## config.mk

```make
export PLATFORM = sky130hd
export DESIGN_NAME = sts_supervisor
export DESIGN_NICKNAME = d
export VERILOG_FILES = /design/src/sts_pkg.sv /design/src/sts_supervisor.sv
export SDC_FILE = /design/constraint.sdc
export NUM_CORES = 1
export LEC_CHECK = 0
export BUFFER_PORTS_ARGS = -buffer_cell sky130_fd_sc_hd__buf_2
export CELL_PAD_IN_SITES_DETAIL_PLACEMENT = 1
export CELL_PAD_IN_SITES_GLOBAL_PLACEMENT = 1
export CORE_AREA = 3 3 149 151
export DETAILED_ROUTE_END_ITERATION = 6
export DIE_AREA = 0 0 152 154
export PLACE_DENSITY = 0.67
export SYNTH_ARGS = -nofsm -noshare
export SYNTH_HDL_FRONTEND = slang
export SYNTH_SLANG_ARGS = --single-unit
export TNS_END_PERCENT = 30
```

## constraint.sdc

```tcl
create_clock -name clock -period 3.7 [get_ports clock]
set_clock_uncertainty 0.15 [all_clocks]
set_input_delay 0.37 -clock clock [delete_from_list [all_inputs] [get_ports clock]]
set_output_delay 0.37 -clock clock [all_outputs]
set_load 0.005 [all_outputs]
```

## src/sts_pkg.sv

```systemverilog
// Package for the self-test supervisor: timing constants, limits and carriers.
// Assumes a 125 MHz system clock.
package sts_pkg;
    localparam int unsigned CLK_HZ = 125000000;
    localparam int unsigned PULSE_MS = 1000;
    localparam int unsigned PULSE_CYC = (CLK_HZ / 1000) * PULSE_MS;
    localparam int unsigned CNT_W = 28;
    localparam int unsigned RETEST_S = 120;
    localparam int unsigned CONV_NS = 20000;
    localparam int unsigned CONV_CYC = CONV_NS / 8;
    localparam logic [11:0] OFS_WARN_MV = 12'd50;
    localparam logic [11:0] OFS_FAIL_MV = 12'd75;
    localparam logic [11:0] P5_WARN_MV = 12'd300;
    localparam logic [11:0] P5_FAIL_MV = 12'd400;
    localparam logic [11:0] P15_WARN_MV = 12'd800;
    localparam logic [11:0] P15_FAIL_MV = 12'd1200;

    // One bit per test, in this order.
    typedef struct packed {
        logic ram;
        logic rom;
        logic set;
        logic adc;
        logic p5;
        logic p15;
        logic chan;
        logic master_offset_check;
    } sts_tests_t;

    typedef struct packed {
        logic prot_dis;
        logic ctrl_dis;
        logic alarm;
    } sts_act_t;

    typedef enum logic [1:0] {
        ADC_IDLE = 2'b00,
        ADC_BUSY = 2'b01
    } sts_adc_t;

    typedef struct packed {
        sts_tests_t warn;
        sts_tests_t fail;
        sts_act_t act;
        logic report;
        sts_adc_t adc_st;
        logic [CNT_W-1:0] conv_cnt;
        logic [CNT_W-1:0] pulse_cnt;
        logic [CNT_W-1:0] tick_cnt;
        logic [7:0] sec_cnt;
        logic run_all;
        logic [3:0] sock;
        logic ground_pick;
    } sts_state_t;
endpackage : sts_pkg

```

## src/sts_supervisor.sv

```systemverilog
// Self-test supervisor: gathers test results and drives disables, alarm and reports.
// Assumes test engines present results synchronous to clock.
`timescale 1ns/100ps
`default_nettype none
module sts_supervisor
    import sts_pkg::*;
#(
    parameter int unsigned PULSE_CYCLES = PULSE_CYC,
    parameter int unsigned SEC_CYCLES = CLK_HZ,
    parameter int unsigned RETEST_SECS = RETEST_S,
    parameter int unsigned CONV_LIMIT = CONV_CYC
) (
    input wire logic clock,             // System clock.
    input wire logic reset_n,           // Asynchronous reset, active low.
    input wire logic settings_new,      // Pulse: new settings about to be enabled.
    input wire logic rom_done,          // Pulse: ROM checksum result valid.
    input wire logic [15:0] rom_sum,    // Computed checksum.
    input wire logic [15:0] rom_stored, // Stored checksum.
    input wire logic [3:0] rom_socket,  // Socket of checked ROM.
    input wire logic ram_done,          // Pulse: RAM test result valid.
    input wire logic ram_bad,           // RAM byte failed write/read.
    input wire logic [3:0] ram_socket,  // Socket of checked RAM.
    input wire logic adc_start,         // Pulse: conversion started.
    input wire logic adc_end,           // Pulse: conversion finished.
    input wire logic master_offset_check_done, // Pulse: master offset sample valid.
    input wire logic [11:0] master_offset_check_mv, // Grounded-input offset magnitude, mV.
    input wire logic chan_done,         // Pulse: channel offsets valid.
    input wire logic [11:0] chan_mv,    // Largest channel offset, mV.
    input wire logic set_done,          // Pulse: settings copies compared.
    input wire logic set_differ,        // Settings copies disagree.
    input wire logic sup_done,          // Pulse: supply deviations valid.
    input wire logic [11:0] p5_mv,      // +5 V deviation magnitude, mV.
    input wire logic [11:0] p15_mv,     // Worst 15 V deviation magnitude, mV.
    output logic run_tests,             // Pulse: start all tests.
    output logic master_offset_check_ground, // Selects grounded input for sampling.
    output logic prot_disable,          // Protection disabled.
    output logic ctrl_disable,          // Control disabled.
    output logic alarm,                 // Alarm contact drive.
    output logic report,                // Pulse: send status report.
    output logic [7:0] fail_flags,      // Failing tests.
    output logic [7:0] warn_flags,      // Warning tests.
    output logic [3:0] bad_socket       // Socket named in the report.
);
    sts_state_t q, d;
    logic p5_f, p15_f, any_pulse;

    always_comb begin
        d = q;
        d.report = 1'b0;
        d.run_all = 1'b0;
        any_pulse = 1'b0;
        p5_f = p5_mv > P5_FAIL_MV;
        p15_f = p15_mv > P15_FAIL_MV;
        if (q.tick_cnt >= CNT_W'(SEC_CYCLES - 1)) begin
            d.tick_cnt = '0;
            if (q.sec_cnt >= 8'(RETEST_SECS - 1)) begin
                d.sec_cnt = '0;
                d.run_all = 1'b1;
            end else begin
                d.sec_cnt = q.sec_cnt + 8'h01;
            end
        end else begin
            d.tick_cnt = q.tick_cnt + CNT_W'(1);
        end
        if (settings_new) begin
            d.run_all = 1'b1;
        end
        if (rom_done) begin
            d.fail.rom = rom_sum != rom_stored;
            if (rom_sum != rom_stored) begin
                d.sock = rom_socket;
            end
        end
        if (ram_done) begin
            d.fail.ram = ram_bad;
            if (ram_bad) begin
                d.sock = ram_socket;
            end
        end
        // A finish seen while idle is ignored; only a conversion that ends in time clears.
        case (q.adc_st)
            ADC_IDLE: begin
                if (adc_start) begin
                    d.adc_st = ADC_BUSY;
                    d.conv_cnt = '0;
                end
            end
            ADC_BUSY: begin
                if (adc_end) begin
                    d.adc_st = ADC_IDLE;
                    d.fail.adc = 1'b0;
                end else if (q.conv_cnt >= CNT_W'(CONV_LIMIT)) begin
                    d.adc_st = ADC_IDLE;
                    d.fail.adc = 1'b1;
                end else begin
                    d.conv_cnt = q.conv_cnt + CNT_W'(1);
                end
            end
            default: d.adc_st = ADC_IDLE;
        endcase
        if (master_offset_check_done) begin
            d.fail.master_offset_check = master_offset_check_mv > OFS_FAIL_MV;
            d.warn.master_offset_check = (master_offset_check_mv > OFS_WARN_MV)
                                       && !(master_offset_check_mv > OFS_FAIL_MV);
            if ((master_offset_check_mv > OFS_FAIL_MV) && !q.fail.master_offset_check) begin
                any_pulse = 1'b1;
            end
        end
        // The grounded input stays selected from each test run until its offset sample
        // has been taken; a run in the same cycle as a sample selects it again.
        if (master_offset_check_done) begin
            d.ground_pick = 1'b0;
        end
        if (d.run_all) begin
            d.ground_pick = 1'b1;
        end
        if (chan_done) begin
            d.fail.chan = chan_mv > OFS_FAIL_MV;
            d.warn.chan = (chan_mv > OFS_WARN_MV) && !(chan_mv > OFS_FAIL_MV);
            if ((chan_mv > OFS_FAIL_MV) && !q.fail.chan) begin
                any_pulse = 1'b1;
            end
        end
        if (set_done) begin
            d.fail.set = set_differ;
        end
        if (sup_done) begin
            d.fail.p5 = p5_f;
            d.warn.p5 = (p5_mv > P5_WARN_MV) && !p5_f;
            d.fail.p15 = p15_f;
            d.warn.p15 = (p15_mv > P15_WARN_MV) && !p15_f;
        end
        if (any_pulse) begin
            d.pulse_cnt = CNT_W'(PULSE_CYCLES);
        end else if (q.pulse_cnt != '0) begin
            d.pulse_cnt = q.pulse_cnt - CNT_W'(1);
        end
        d.act.prot_dis = d.fail.ram | d.fail.rom | d.fail.set | d.fail.adc
                       | d.fail.p5 | d.fail.p15;
        d.act.ctrl_dis = d.fail.ram | d.fail.rom | d.fail.set | d.fail.p5;
        d.act.alarm = d.fail.ram | d.fail.rom | d.fail.set | d.fail.adc
                    | d.fail.p5 | d.fail.p15 | (d.pulse_cnt != '0);
        if ((d.fail != q.fail) || (d.warn != q.warn)) begin
            d.report = 1'b1;
        end
    end

    always_ff @(posedge clock or negedge reset_n) begin
        if (!reset_n) begin
            q <= '{warn: '0, fail: '0, act: '0, report: 1'b0, adc_st: ADC_IDLE,
                   conv_cnt: '0, pulse_cnt: '0, tick_cnt: '0, sec_cnt: '0,
                   run_all: 1'b1, sock: 4'h0, ground_pick: 1'b1};
        end else begin
            q <= d;
        end
    end

    assign run_tests = q.run_all;
    assign master_offset_check_ground = q.ground_pick;
    assign prot_disable = q.act.prot_dis;
    assign ctrl_disable = q.act.ctrl_dis;
    assign alarm = q.act.alarm;
    assign report = q.report;
    assign fail_flags = q.fail;
    assign warn_flags = q.warn;
    assign bad_socket = q.sock;
endmodule : sts_supervisor
`default_nettype wire

```

# == Word level (Yosys, flattened, before mapping) ==
# Cells that the tools add are included.
# classes
n_addsub,4
mul,0
div_mod_pow,0
order_cmp,11
n_eq_ne,8
shift,0
mux,37
bitwise_logic,7
n_reduce_logical,20
# op_table
op,n
28-bit two-way mux,5
28-bit by 1-bit adder with 28-bit output (second input constant),2
28-bit case mux with 2 select lines,1
28-bit nonzero test,2
30-bit two-way mux,1
28-bit by 12-bit >= comparator with 1-bit output (second input constant),1
28-bit by 27-bit >= comparator with 1-bit output (second input constant),1
28-bit by 1-bit subtractor with 28-bit output (second input constant),1
12-bit by 6-bit greater-than comparator with 1-bit output (second input constant),2
12-bit by 7-bit greater-than comparator with 1-bit output (second input constant),2
12-bit by 9-bit greater-than comparator with 1-bit output (second input constant),2
1-bit two-way mux,20
4-bit two-way mux,4
16-bit inequality test,1
12-bit by 10-bit greater-than comparator with 1-bit output (second input constant),1
12-bit by 11-bit greater-than comparator with 1-bit output (second input constant),1
8-bit by 1-bit adder with 8-bit output (second input constant),1
8-bit by 7-bit >= comparator with 1-bit output (second input constant),1
2-bit two-way mux,4
8-bit two-way mux,1
8-bit inequality test,1
1-bit OR,7
1-bit logical AND,6
1-bit logical NOT,6
10 further kinds,13
# word_totals
regBits,116
latchBits,0
ram_bits,0
mem_bits_ro,0
output_inout_bits,26
word_cells,111
n_memories,0

# == Depth between registers and ports, before layout ==
# depth
depth_word,9
depth_mapped,11
mapped_depth_nobuf,9

# == Worst setup path before layout ==
# Ideal clock, no wire load.
# synth_path
kind,reg-to-reg
startpoint,register q[66] (netlist name)
endpoint,register q (netlist bit alarm)
setup_ns,0.139
arrival_ns,2.487
required_time_ns,3.411
slack_ns,0.923
stages_incl_launch_ff,11
path_buffers,3
cell_sequence,dfrtp_1 -> buf_6 -> or3_4 -> or4_4 -> or3_1 -> buf_2 -> buf_2 -> nand3_1 -> xor2_1 -> and4_1 -> nand4_1
# synth_lines
element,line_no,source
from (decl),sts_supervisor.sv:44,"sts_state_t q, d;"
from (signal assigned),sts_supervisor.sv:150,"q <= '{warn: '0, fail: '0, act: '0, report: 1'b0, adc_st: ADC_IDLE,"

==> metrics.cfg <==
[status]
status=finished clean

[setup_path]
start_kind=register
r2r_slack_ns=0.64
max_stage_delay_ns=0.51
critPathBufInv=0
critPathKind=reg2reg
crit_path_end_kind=register
cp_data_required_time_ns=3.84
cp_slowest_cell=or4_4
path_cells=or3_4 > or4_4 > nor3_2 > nand3_1 > a311o_1 > a2111oi_2 > nand4_1
path_delay_family=simple AND/OR/NAND/NOR gates
crit_fanout=8
arrival_ns=3.19

[logic_synthesis]
synth_async_sr_flop_share_pct=100
ys.flop_type=dfrtp_1
synth_seq_cells=115
synth_cells=655
avgSynthCellArea_um2=9.51
syn_area_um2=6230
yosysSeqAreaShare_pct=46.2
ys_types=66
synth_edf_count=0
ys_warn_count=0

[floorplan]
die_h_um=154
initial_core_util_pct=29.7
core_area_um2=21000
die_w_um=152
io_pins=127
dieArea_um2=23400
rows=53

[power]
p_switching_w=0.00111
irDropWorstVdd_mv=0.267
p_seq_share_pct=41.8
netSwitchingFraction_pct=30.0
internal_power_w=0.00257
power_frac_comb_pct=14.7
clockPowerShare_pct=43.6
power.density_nw_per_um2=479
leakagePower_nw=3.23

[detailed_routing]
drt_wl_total_um=17000
wire_per_inst_um=15.9
viasPerCell=4.99
drtPass1Iterations=4
detail_route.iter0.violations=220
drcViolationCount=0
via_count=5312
drtAntennaViolNets=0

[global_routing]
grtUsageTotal_pct=14.8
grt_max_degree=67
grt_pass1_wl_um=28500
antenna_found_initial=0
first_global_vias=5596
grt_remaining_overflow=0

[timing]
fmax_mhz=327
setup_viol=0
period_needed_ns=3.06
tightest_slew_ns=0.881
fin_crit_sh_pct=82.7
hold_viol=0
rsz0062_at_grt=false
finalMaxSlewViolations=0
setup_tns_ns=0
max_slew_margin_pct=41.0

[finish]
multi_input_comb_area_um2=3080
diodes=0
syn_to_final_growth_pct=23.3
utilization_pct=36.7
fillers=2470
drive_above_1_share_pct=23.0
nNetsFinal=884
seqCellArea_um2=2880

[clock_tree]
clockRootBuffer=clkbuf_16
cts_tree=built
cts_buffers=17
clk_latency_ns=0.42
hold_buffers=3
cts_repair_resize_count=0
cts_sinks=115
cts_htree_levels=4
clkTransAtPathRegs_ns=0.06
cts_buffer_depth=2
cts_setup_buffers=0

[placed_design]
gp_congestion=0.815
dp_hpwl_um=12700
port_buffers=122

[run]
cap_violations=0

[min_path]
hold_path.class=in2reg

==> metrics by stage <==
| step | cell area [um^2] | instances | worst slack (ns) | hold slack [ns] | power, W |
|---|---|---|---|---|---|
| after global routing | 7680 | 1065 | 0.429 | 0.0273 | 0.00388 |
| after floorplan | 6250 | 659 | 0.923 | -0.0756 | 0.00186 |
| final | 7680 | 1065 | 0.642 | 0.0160 | 0.00368 |
| after global placement | 7080 | 1030 | 0.616 | 0.300 | 0.00208 |
| after CTS | 7680 | 1065 | 0.650 | 0.00200 | 0.00372 |
| after detailed placement | 7080 | 1030 | 0.648 | 0.306 | 0.00210 |
==> path summary, 6_finish.rpt <==
kind	cells past startpoint	from	end
setup / recovery	7	q[66]	alarm
hold / removal	2	settings_new	run_tests
setup reg to reg	7	q[66]	alarm
hold reg to reg	1	q[13]	q[13]
max in group asynchronous	3	reset_n	q[75]
min in group asynchronous	2	reset_n	bad_socket[3]
==> registers in the layout (all words and copies together), names as in the netlist <==
signal and cells:
warn_flags 4, prot_disable 1, alarm 1, bad_socket 4, q 93, run_tests 1, fail_flags 8, ctrl_disable 1
master_offset_check_ground 1, report 1
==> worst reg2reg max path, delay by kind of cell, from the launching register on <==
kind,cells,cell delay (ns)
flip-flops,1,0.45
AO/OA/AOI/OAI,2,0.70
AND/OR/NAND/NOR,5,1.62
==> logic make-up after synthesis <==
group	after synthesis	share of synthesized area, %
simple gates	301	25.2
fa+ha+maj	6	1.20
other cells	1	0.0602
xor+xnor	69	9.70
flops	115	46.2
compound gates	102	11.7
buf+inv	53	4.56
mux	8	1.35
==> synthesized netlist by cell type (3+ instances only) <==
master     instances  area, um^2
o31ai_1            4        30.0
mux2_2             3        33.8
a31oi_1            4        25.0
dfrtp_1          113        2830
o2bb2ai_1          4        35.0
a211oi_1           6        45.0
clkbuf_1          14        52.6
nand2_1           48         180
a211o_1            7        61.3
o21ai_0           23         115
nor4_1            23         144
buf_4             20         150
nand4_1           15        93.8
nor3_1            15        75.1
and4_1             9        78.8
nand3_1           35         175
nor2_1            82         308
o221ai_1           3        26.3
o21a_1             5        37.5
or3_1             10        62.6
inv_1             16        60.1
nor3b_1            5        37.5
ha_1               6        75.1
a21oi_1           18        90.1
or4_1              7        52.6
and2_1             3        18.8
mux2i_1            5        50.1
xor2_1            33         289
nor4b_1            5        43.8
xnor2_1           36         315
and3_1             8        50.1
nor2b_1           15        93.8
nand2b_1          12        75.1
==> power groups by stage <==
stage | logic [W] | clock network (W) | registers (W)
2_1_floorplan | 0.000356 | 0 | 0.00151
3_3_place_gp | 0.000529 | 0 | 0.00155
3_5_place_dp | 0.000541 | 0 | 0.00156
4_1_cts | 0.000548 | 0.00164 | 0.00154
5_1_grt | 0.000612 | 0.00170 | 0.00156
6_report | 0.000540 | 0.00160 | 0.00154
==> cell usage in the layout (no fill, tap or decap), drive strengths merged, types with 17 or more instances in the layout <==
master,instances
buf,133
nand2,48
inv,24
a21oi,18
nor2,82
clkbuf,17
xor2,33
dfrtp,113
o21ai,23
nor4,23
xnor2,36
nand3,35
==> cell type report <==
type	count	area share [%]
multi-input cells	491	40.2
flip-flops and latches	115	37.5
repair buffers	136	9.61
clock buffers	17	5.54
well taps	275	4.48
clock inverters	15	1.94
inverters	16	0.782
==> routing by layer <==
| metal | share of wire (%) | routed length [um] | global-route usage, % | vias up |
|---|---|---|---|---|
| li1 | - | - | - | 2582 |
| met1 | 46 | 7740 | 18.9 | 2614 |
| met2 | 49 | 8350 | 25.1 | 98 |
| met3 | 4.0 | 671 | 3.52 | 18 |
| met4 | 1.2 | 196 | 3.85 | 0 |
| met5 | 0 | 0 | 0 | - |
Power figures use the tool's default switching activity.
